$ cat config.mk
export PLATFORM = sky130hd
export DESIGN_NAME = gsipo_shifter
export DESIGN_NICKNAME = d
export VERILOG_FILES = /design/src/gsipo_pkg.sv /design/src/gsipo_fifo.sv /design/src/gsipo_shifter.sv
export VERILOG_INCLUDE_DIRS = /design/src
export SDC_FILE = /design/constraint.sdc
export NUM_CORES = 1
export LEC_CHECK = 0
export BUFFER_PORTS_ARGS = -buffer_cell sky130_fd_sc_hd__buf_2
export CAP_MARGIN = 20
export CELL_PAD_IN_SITES_DETAIL_PLACEMENT = 1
export CELL_PAD_IN_SITES_GLOBAL_PLACEMENT = 2
export CORE_MARGIN = 10
export CORE_UTILIZATION = 35
export CTS_CLUSTER_SIZE = 40
export DETAILED_ROUTE_END_ITERATION = 10
export PLACE_DENSITY_LB_ADDON = 0.3
export SLEW_MARGIN = 20
export SYNTH_ARGS = -nofsm -noshare
export SYNTH_HDL_FRONTEND = slang
export SYNTH_SLANG_ARGS = --single-unit
$ cat constraint.sdc
create_clock -name clk_sys -period 2.6 [get_ports clk_sys]
set_input_delay 0.52 -clock clk_sys [delete_from_list [all_inputs] [get_ports clk_sys]]
set_output_delay 0.52 -clock clk_sys [all_outputs]
set_load 0.005 [all_outputs]
$ cat src/gsipo_map.svh
// constants for the gated serial-in parallel-out shifter
`ifndef GSIPO_MAP_SVH
`define GSIPO_MAP_SVH

// stage count and buffer depth
`define GSIPO_STAGES      8
`define GSIPO_FIFO_DEPTH  8
`define GSIPO_FIFO_WIDTH  1

// reset value of the stage register
`define GSIPO_STAGE_RST   8'h00

// pin synchroniser order: bit 0 shift clock, 1 clear, 2 serial a, 3 serial b
`define GSIPO_PIN_CLK     0
`define GSIPO_PIN_CLR     1
`define GSIPO_PIN_A       2
`define GSIPO_PIN_B       3
`define GSIPO_PINS        4
// clock resets high so a first edge needs a low first; clear reads as active
`define GSIPO_PIN_RST     4'h1

`endif

$ cat src/gsipo_pkg.sv
// types of the gated serial-in parallel-out shifter
`include "gsipo_map.svh"

package gsipo_pkg;
    typedef logic [`GSIPO_STAGES-1:0] gsipo_stage_t;
    typedef logic [`GSIPO_PINS-1:0]   gsipo_pins_t;
endpackage

$ cat src/gsipo_fifo.sv
// first-in first-out buffer with valid and ready on both sides
`timescale 1ns/1ps
`include "gsipo_map.svh"

module gsipo_fifo #(
    parameter int WIDTH = `GSIPO_FIFO_WIDTH,
    parameter int DEPTH = `GSIPO_FIFO_DEPTH
) (
    input  wire logic             clk_sys,
    input  wire logic             rst,
    input  wire logic             flush,
    input  wire logic             inValid,
    output logic                  inReady,
    input  wire logic [WIDTH-1:0] inData,
    output logic                  outValid,
    input  wire logic             outReady,
    output logic      [WIDTH-1:0] outData
);
    localparam int AW = (DEPTH > 1) ? $clog2(DEPTH) : 1;
    localparam int CW = $clog2(DEPTH + 1);

    logic [WIDTH-1:0] mem [DEPTH];
    logic [AW-1:0]    wrPtr_r;
    logic [AW-1:0]    rdPtr_r;
    logic [CW-1:0]    count_r;
    logic             full_r;
    logic [CW-1:0]    count_nxt;
    logic             doPush;
    logic             doPop;

    function automatic logic [AW-1:0] bump(input logic [AW-1:0] p);
        bump = (p == AW'(DEPTH - 1)) ? '0 : p + AW'(1);
    endfunction

    // handshakes and occupancy
    assign inReady   = !full_r;
    assign outValid  = (count_r != '0);
    assign outData   = mem[rdPtr_r];
    assign doPush    = inValid && inReady;
    assign doPop     = outValid && outReady;
    assign count_nxt = count_r + CW'(doPush) - CW'(doPop);

    // pointers and count, flush empties at once
    always_ff @(posedge clk_sys) begin
        if (rst || flush) begin
            wrPtr_r <= '0;
            rdPtr_r <= '0;
            count_r <= '0;
            full_r  <= 1'b0;
        end else begin
            if (doPush) wrPtr_r <= bump(wrPtr_r);
            if (doPop) rdPtr_r <= bump(rdPtr_r);
            count_r <= count_nxt;
            full_r  <= (count_nxt == CW'(DEPTH));
        end
    end

    // storage
    always_ff @(posedge clk_sys) begin
        if (doPush) mem[wrPtr_r] <= inData;
    end
endmodule

$ cat src/gsipo_shifter.sv
// eight-stage shifter with gated serial entry, parallel outputs and clear
`timescale 1ns/1ps
`include "gsipo_map.svh"

// How it works
// - eight stages are held and each one shows on its own parallel output all the time.
// - each rising shift clock edge that finds room in the buffer moves every stage one place up and drops the last one.
// - on that edge the first stage takes the AND of both serial inputs as they were before.
// - either serial input gates the other, so a low on either loads zero and both high a one.
// - a low master clear zeroes all stages without waiting for any shift clock edge.
// - while clear is low it beats the clock and both serial inputs, so all stages stay zero.
module gsipo_shifter (
    input  wire logic               clk_sys,
    input  wire logic               rst,
    input  wire logic               shift_clock,
    input  wire logic               master_clear_n,
    input  wire logic               serialInA,
    input  wire logic               serialInB,
    input  wire logic               shiftHold,
    output gsipo_pkg::gsipo_stage_t stageOutputs,
    output logic                    captureReady,
    output logic                    loadOverflow
);
    gsipo_pkg::gsipo_pins_t  pinRaw;
    gsipo_pkg::gsipo_pins_t  sync1_r;
    gsipo_pkg::gsipo_pins_t  sync2_r;
    gsipo_pkg::gsipo_pins_t  sync3_r;
    gsipo_pkg::gsipo_pins_t  stable_r;
    gsipo_pkg::gsipo_pins_t  stable_nxt;
    gsipo_pkg::gsipo_stage_t stage_r;
    gsipo_pkg::gsipo_stage_t stage_nxt;
    logic                    clearActive;
    logic                    clkRise;
    logic                    pushBit;
    logic                    pushValid;
    logic                    fifoInReady;
    logic                    popValid;
    logic                    popBit;
    logic                    popTake;
    logic                    overflow_r;
    logic                    captureReady_r;

    // gated entry bit: either input enables the other
    function automatic logic gateBit(input logic a, input logic b);
        gateBit = a & b;
    endfunction

    // a pin change counts once the second and third stages agree
    function automatic gsipo_pkg::gsipo_pins_t settle(
        input gsipo_pkg::gsipo_pins_t s2,
        input gsipo_pkg::gsipo_pins_t s3,
        input gsipo_pkg::gsipo_pins_t old
    );
        settle = (s2 & s3) | (old & (s2 ^ s3));
    endfunction

    // pins gathered into one vector
    assign pinRaw[`GSIPO_PIN_CLK] = shift_clock;
    assign pinRaw[`GSIPO_PIN_CLR] = master_clear_n;
    assign pinRaw[`GSIPO_PIN_A]   = serialInA;
    assign pinRaw[`GSIPO_PIN_B]   = serialInB;

    // three-stage pin synchroniser
    always_ff @(posedge clk_sys) begin
        if (rst) begin
            sync1_r <= `GSIPO_PIN_RST;
            sync2_r <= `GSIPO_PIN_RST;
            sync3_r <= `GSIPO_PIN_RST;
        end else begin
            sync1_r <= pinRaw;
            sync2_r <= sync1_r;
            sync3_r <= sync2_r;
        end
    end

    // settled pin levels
    assign stable_nxt = settle(sync2_r, sync3_r, stable_r);

    always_ff @(posedge clk_sys) begin
        if (rst) begin
            stable_r <= `GSIPO_PIN_RST;
        end else begin
            stable_r <= stable_nxt;
        end
    end

    // clear level, shift edge and the bit that enters
    assign clearActive = !stable_r[`GSIPO_PIN_CLR];
    assign clkRise     = stable_nxt[`GSIPO_PIN_CLK] && !stable_r[`GSIPO_PIN_CLK];
    // data as it stood before the edge, not the value that settles with it
    assign pushBit     = gateBit(stable_r[`GSIPO_PIN_A], stable_r[`GSIPO_PIN_B]);
    assign pushValid   = clkRise && !clearActive;

    // edges wait here when the stage register is held
    gsipo_fifo #(
        .WIDTH (`GSIPO_FIFO_WIDTH),
        .DEPTH (`GSIPO_FIFO_DEPTH)
    ) u_fifo (
        .clk_sys  (clk_sys),
        .rst      (rst),
        .flush    (clearActive),
        .inValid  (pushValid),
        .inReady  (fifoInReady),
        .inData   (pushBit),
        .outValid (popValid),
        .outReady (popTake),
        .outData  (popBit)
    );

    // one queued edge shifts per cycle unless held or cleared
    assign popTake = !shiftHold && !clearActive;

    // next stage value: clear first, then shift, else keep
    always_comb begin
        stage_nxt = stage_r;
        if (clearActive) begin
            stage_nxt = `GSIPO_STAGE_RST;
        end else if (popValid && popTake) begin
            stage_nxt = {stage_r[`GSIPO_STAGES-2:0], popBit};
        end
    end

    // stage register drives the parallel outputs directly
    always_ff @(posedge clk_sys) begin
        if (rst) begin
            stage_r <= `GSIPO_STAGE_RST;
        end else begin
            stage_r <= stage_nxt;
        end
    end

    // status: edges lost while full, and room for the next edge
    always_ff @(posedge clk_sys) begin
        if (rst || clearActive) begin
            overflow_r     <= 1'b0;
            captureReady_r <= 1'b0;
        end else begin
            overflow_r     <= overflow_r || (pushValid && !fifoInReady);
            captureReady_r <= fifoInReady;
        end
    end

    assign stageOutputs = stage_r;
    assign captureReady = captureReady_r;
    assign loadOverflow = overflow_r;

    // shadow count of queued edges, kept apart from the buffer for the checks
    logic [3:0] shadowCount_r;
    logic [3:0] shadowCount_nxt;
    logic       shadowIn;
    logic       shadowOut;

    assign shadowIn        = pushValid && fifoInReady;
    assign shadowOut       = popValid && popTake;
    assign shadowCount_nxt = shadowCount_r + 4'(shadowIn) - 4'(shadowOut);

    // count follows accepted and taken edges, emptied by clear
    always_ff @(posedge clk_sys) begin
        if (rst || clearActive) begin
            shadowCount_r <= 4'h0;
        end else begin
            shadowCount_r <= shadowCount_nxt;
        end
    end
endmodule

==> impl_summary.txt <==
----------------------------------------------------
[Yosys]
  Number of flops mapped to enable cells by yosys ... 8
  Sequential element share of the synthesized area ... 0.546
  Post-synth ARST share ... 0
  Number of instances in the synthesized netlist ... 155
  FF+latch count, synth ... 45
  Synthesized Nets ... 176
  Top_reg_cell synth ... dfxtp_1
  Yosys Warn Count ... 0
  Cell area after synthesis ... 1800 sq um
  Distinct cell type count of the synthesized netlist ... 31
  Per-instance average area after synthesis ... roughly 12 sq um

[Place]
  Dpl hpwl ... 2240 microns
  Gpl congestion ... 0.696
  Number of I/O port buffers ... 16
  Placed instance area ... 1960 sq um
  Inst Count DP ... roughly 240

[Detailed routing]
  DRC violation total after the first TritonRoute iteration ... 16
  Vias ... 1109
  Antenna Nets Post-Route ... 0
  Average wire length per cell after detail routing ... 11.9 microns
  Total iterations of the first detailed-routing run ... 4
  DRC viols ... 0
  Drt via density ... 4.51
  Total wirelength of the detailed-routed design ... 2920 microns

[Layout]
  Post-route non-filler standard cell count ... 246
  Number of antenna cells inserted ... 0
  Share of the core filled with cells ... 0.403
  NumNets Final ... slightly below 200
  Design Area, Final ... about 2000 sq um
  Layout cells sized above 1 ... 0.216
  Area Overhead vs Synth ... 13.2%
  FILL cells ... 570

[Clock tree]
  Number of gates resized after cts ... 0
  Setup bufs post-CTS ... 0
  Clock latency on the worst-skew pair ... 0.29 ns
  Clock buffers created by TritonCTS ... 5
  Level count of the clock H-tree ... 2
  Hold buffer count at cts ... 0
  Clock tree from TritonCTS ... built
  Buffers from clock root to sink, at most ... 2
  Clock slew at the register clock pins of the worst setup and hold paths ... 0.07 ns
  Number of sinks driven by the clock tree ... 45
  CTS root buf ... clkbuf_8

[Timing]
  F_max ... 0.420 GHz
  Min Clock Period, post-route ... roughly 2.4 ns
  Setup clock skew after layout ... around 0.0062 ns
  Final cycle utilization of the critical path ... 0.916
  Total count of hold-check failures in the final report ... 0
  Slew @ Worst Pin ... 0.759 ns
  Unrepaired setup endpoints after global routing ... no
  Number of setup violations in the final report ... 0
  Final Max Tran Viols ... 0
  Slew Limit Headroom ... 0.494
  Setup tns final ... 0 ns

[Setup path]
  Setup Crit Path Kind ... flop to flop
  Cell class contributing the biggest share of worst-path delay ... adder cells
  WP buf/inv ... 3
  R2R Path End ... u_fifo.full_r
  Reg2Reg Depth ... 11
  Launch point of the worst reg-to-reg path ... u_fifo.count_r[2]
  Kind of end point of the critical path ... flop
  Startpoint types ... flop
  Worst R2R Setup Slack ... between 0.2 and 0.25 ns
  Longest individual stage delay on the worst path ... 0.37 ns
  Critical Path RT ... 2.81 ns
  Standard cell with the maximum stage delay on the critical path ... fa_1
  Largest driver fanout on the critical path ... 2
  Data arrival time of the critical path ... 2.59 ns
  Worst-path cell chain ... inv_1, ha_1, a311oi_4, ha_1, inv_1, ha_1, inv_1, fa_1, xor2_1, nand3_1, nor3_1

[Floorplanning]
  Chip height ... 91.6 microns
  I/O pins ... 17
  Starting density of the core ... 0.356
  Die Outline Area ... 8400 sq um
  Core region area ... 5040 sq um
  Row count ... 26
  Floorplan die width ... around 92 microns

[Power and ir drop]
  Sequential Power Share ... 0.638
  Leakage power total ... 0.765 nW
  Sw power ... 0.000219 W
  Cell Int Power ... 0.000905 W
  Combinational share of power ... 0.017
  Clk pwr share ... 0.346
  Power density relative to cell area ... roughly 550 nW/um^2
  Switching portion of total power ... 0.195
  Worst IR drop on VDD ... 0.000269 V
  Tot Pwr ... 0.00112 W

[Global route]
  Vias in the first global route ... 1225
  Wire length of the first global-routing pass ... 5380 microns
  Maximum number of pins on one net before global-route repair ... 22
  Residual overflow from global routing ... 0
  Initial antenna violation count ... 0
  Global router's overall resource usage ... 0.0782

[Flow run]
  Max-cap violations ... 0

[Hold path]
  WHS Path Cells ... 1
  Min-Delay Endpoint ... sync2_r[0]
  Type of the most critical hold path ... flop to flop
  Start point of the worst min-delay path ... sync1_r[0]

[Run status]
  Outcome ... complete, no violations

----------------------------------------------------
[routing by layer]
layer,up-vias,routed length [microns],track usage
li1,556,-,-
met4,0,44,0.0274
met5,-,0,0
met3,6,207,0.0375
met2,20,1420,0.133
met1,527,1250,0.0825
[worst max-delay path by stage]
stage / slack [ns] / cells after the start / startpoint / to
6_report: 0.22 / 11 / u_fifo.count_r[2] / u_fifo.full_r
2_1_floorplan: 0.16 / 12 / u_fifo.count_r[2] / u_fifo.full_r
5_1_grt: 0.04 / 11 / u_fifo.count_r[2] / u_fifo.full_r
4_1_cts: 0.18 / 11 / u_fifo.count_r[2] / u_fifo.full_r
3_3_place_gp: 0.33 / 10 / shiftHold / u_fifo.full_r
3_5_place_dp: 0.18 / 10 / shiftHold / u_fifo.full_r
[synthesized netlist by cell type, types with 2 or more instances]
library cell  count  area, sq um
mux2i_1          14          140
nor2_2            3         18.8
or2_2             3         18.8
clkbuf_1          3         11.3
edfxtp_1          8          240
a21oi_1           4         20.0
ha_1             13          163
inv_2             2         7.51
mux4_2            2         45.0
nor2_1           28          105
dfxtp_1          37          741
inv_1             8         30.0
nor3_1            3         15.0
nor2b_1           9         56.3
nand2b_1          2         12.5
[stage by stage]
step           setup WS, ns  hold WS (ns)
6_report              0.219         0.411
3_5_place_dp          0.180         0.397
3_3_place_gp          0.326         0.397
4_1_cts               0.177         0.398
5_1_grt              0.0356         0.401
2_1_floorplan         0.156         0.389
[cell usage in the layout (no fill, tap or decap), types with 2 or more instances in the layout]
master,count
nand2b_1,2
nor3_1,3
inv_2,2
mux2i_1,14
clkbuf_8,5
or2_2,3
dfxtp_1,37
ha_1,13
nor2_1,28
mux4_2,2
edfxtp_1,8
buf_4,2
inv_1,8
buf_2,16
nor2_2,3
nor2b_1,9
a21oi_1,4
[flip-flops by register name, indices dropped and copies added, names as in the netlist]
name	flops
captureReady	1
loadOverflow	1
stable_r	4
stageOutputs	8
sync1_r	4
sync2_r	4
sync3_r	4
u_fifo.count_r	4
u_fifo.full_r	1
u_fifo.mem	8
u_fifo.rdPtr_r	3
u_fifo.wrPtr_r	3
[power by group through the flow]
stage / Combinational (W) / Clock, W / Sequential (W)
final: 0.0000188 / 0.000389 / 0.000717
after global routing: 0.0000224 / 0.000451 / 0.000718
after CTS: 0.0000196 / 0.000418 / 0.000717
after detailed placement: 0.0000193 / 0 / 0.000733
after global placement: 0.0000183 / 0 / 0.000733
after floorplan: 0.0000114 / 0 / 0.000732
[area by class of cell]
| cell class | count | area, sq um | share of cell area |
|---|---|---|---|
| Sequential cell | 45 | 981 | 0.483 |
| Clock buffer | 6 | 72.6 | 0.0357 |
| Timing Repair Buffer | 18 | 95.1 | 0.0468 |
| Inverter | 10 | 37.5 | 0.0185 |
| Tap cell | 70 | 87.6 | 0.0431 |
| Clock inverter | 1 | 3.75 | 0.00185 |
| Multi-Input combinational cell | 96 | 754 | 0.371 |
[cells by family (layout without fill, tap and decap cells)]
family / count (synthesis) / count (layout) / share of synthesized area
adders and majority gates: 14 / 14 / 0.102
AOI/OAI and AO/OA: 9 / 9 / 0.0453
buffers and inverters: 14 / 35 / 0.0335
and+or+nand+nor: 55 / 55 / 0.160
DFF: 45 / 45 / 0.546
muxes: 16 / 16 / 0.103
xor gates and xnor gates: 2 / 2 / 0.00976
Note: power is estimated with default switching activity, not from simulation.
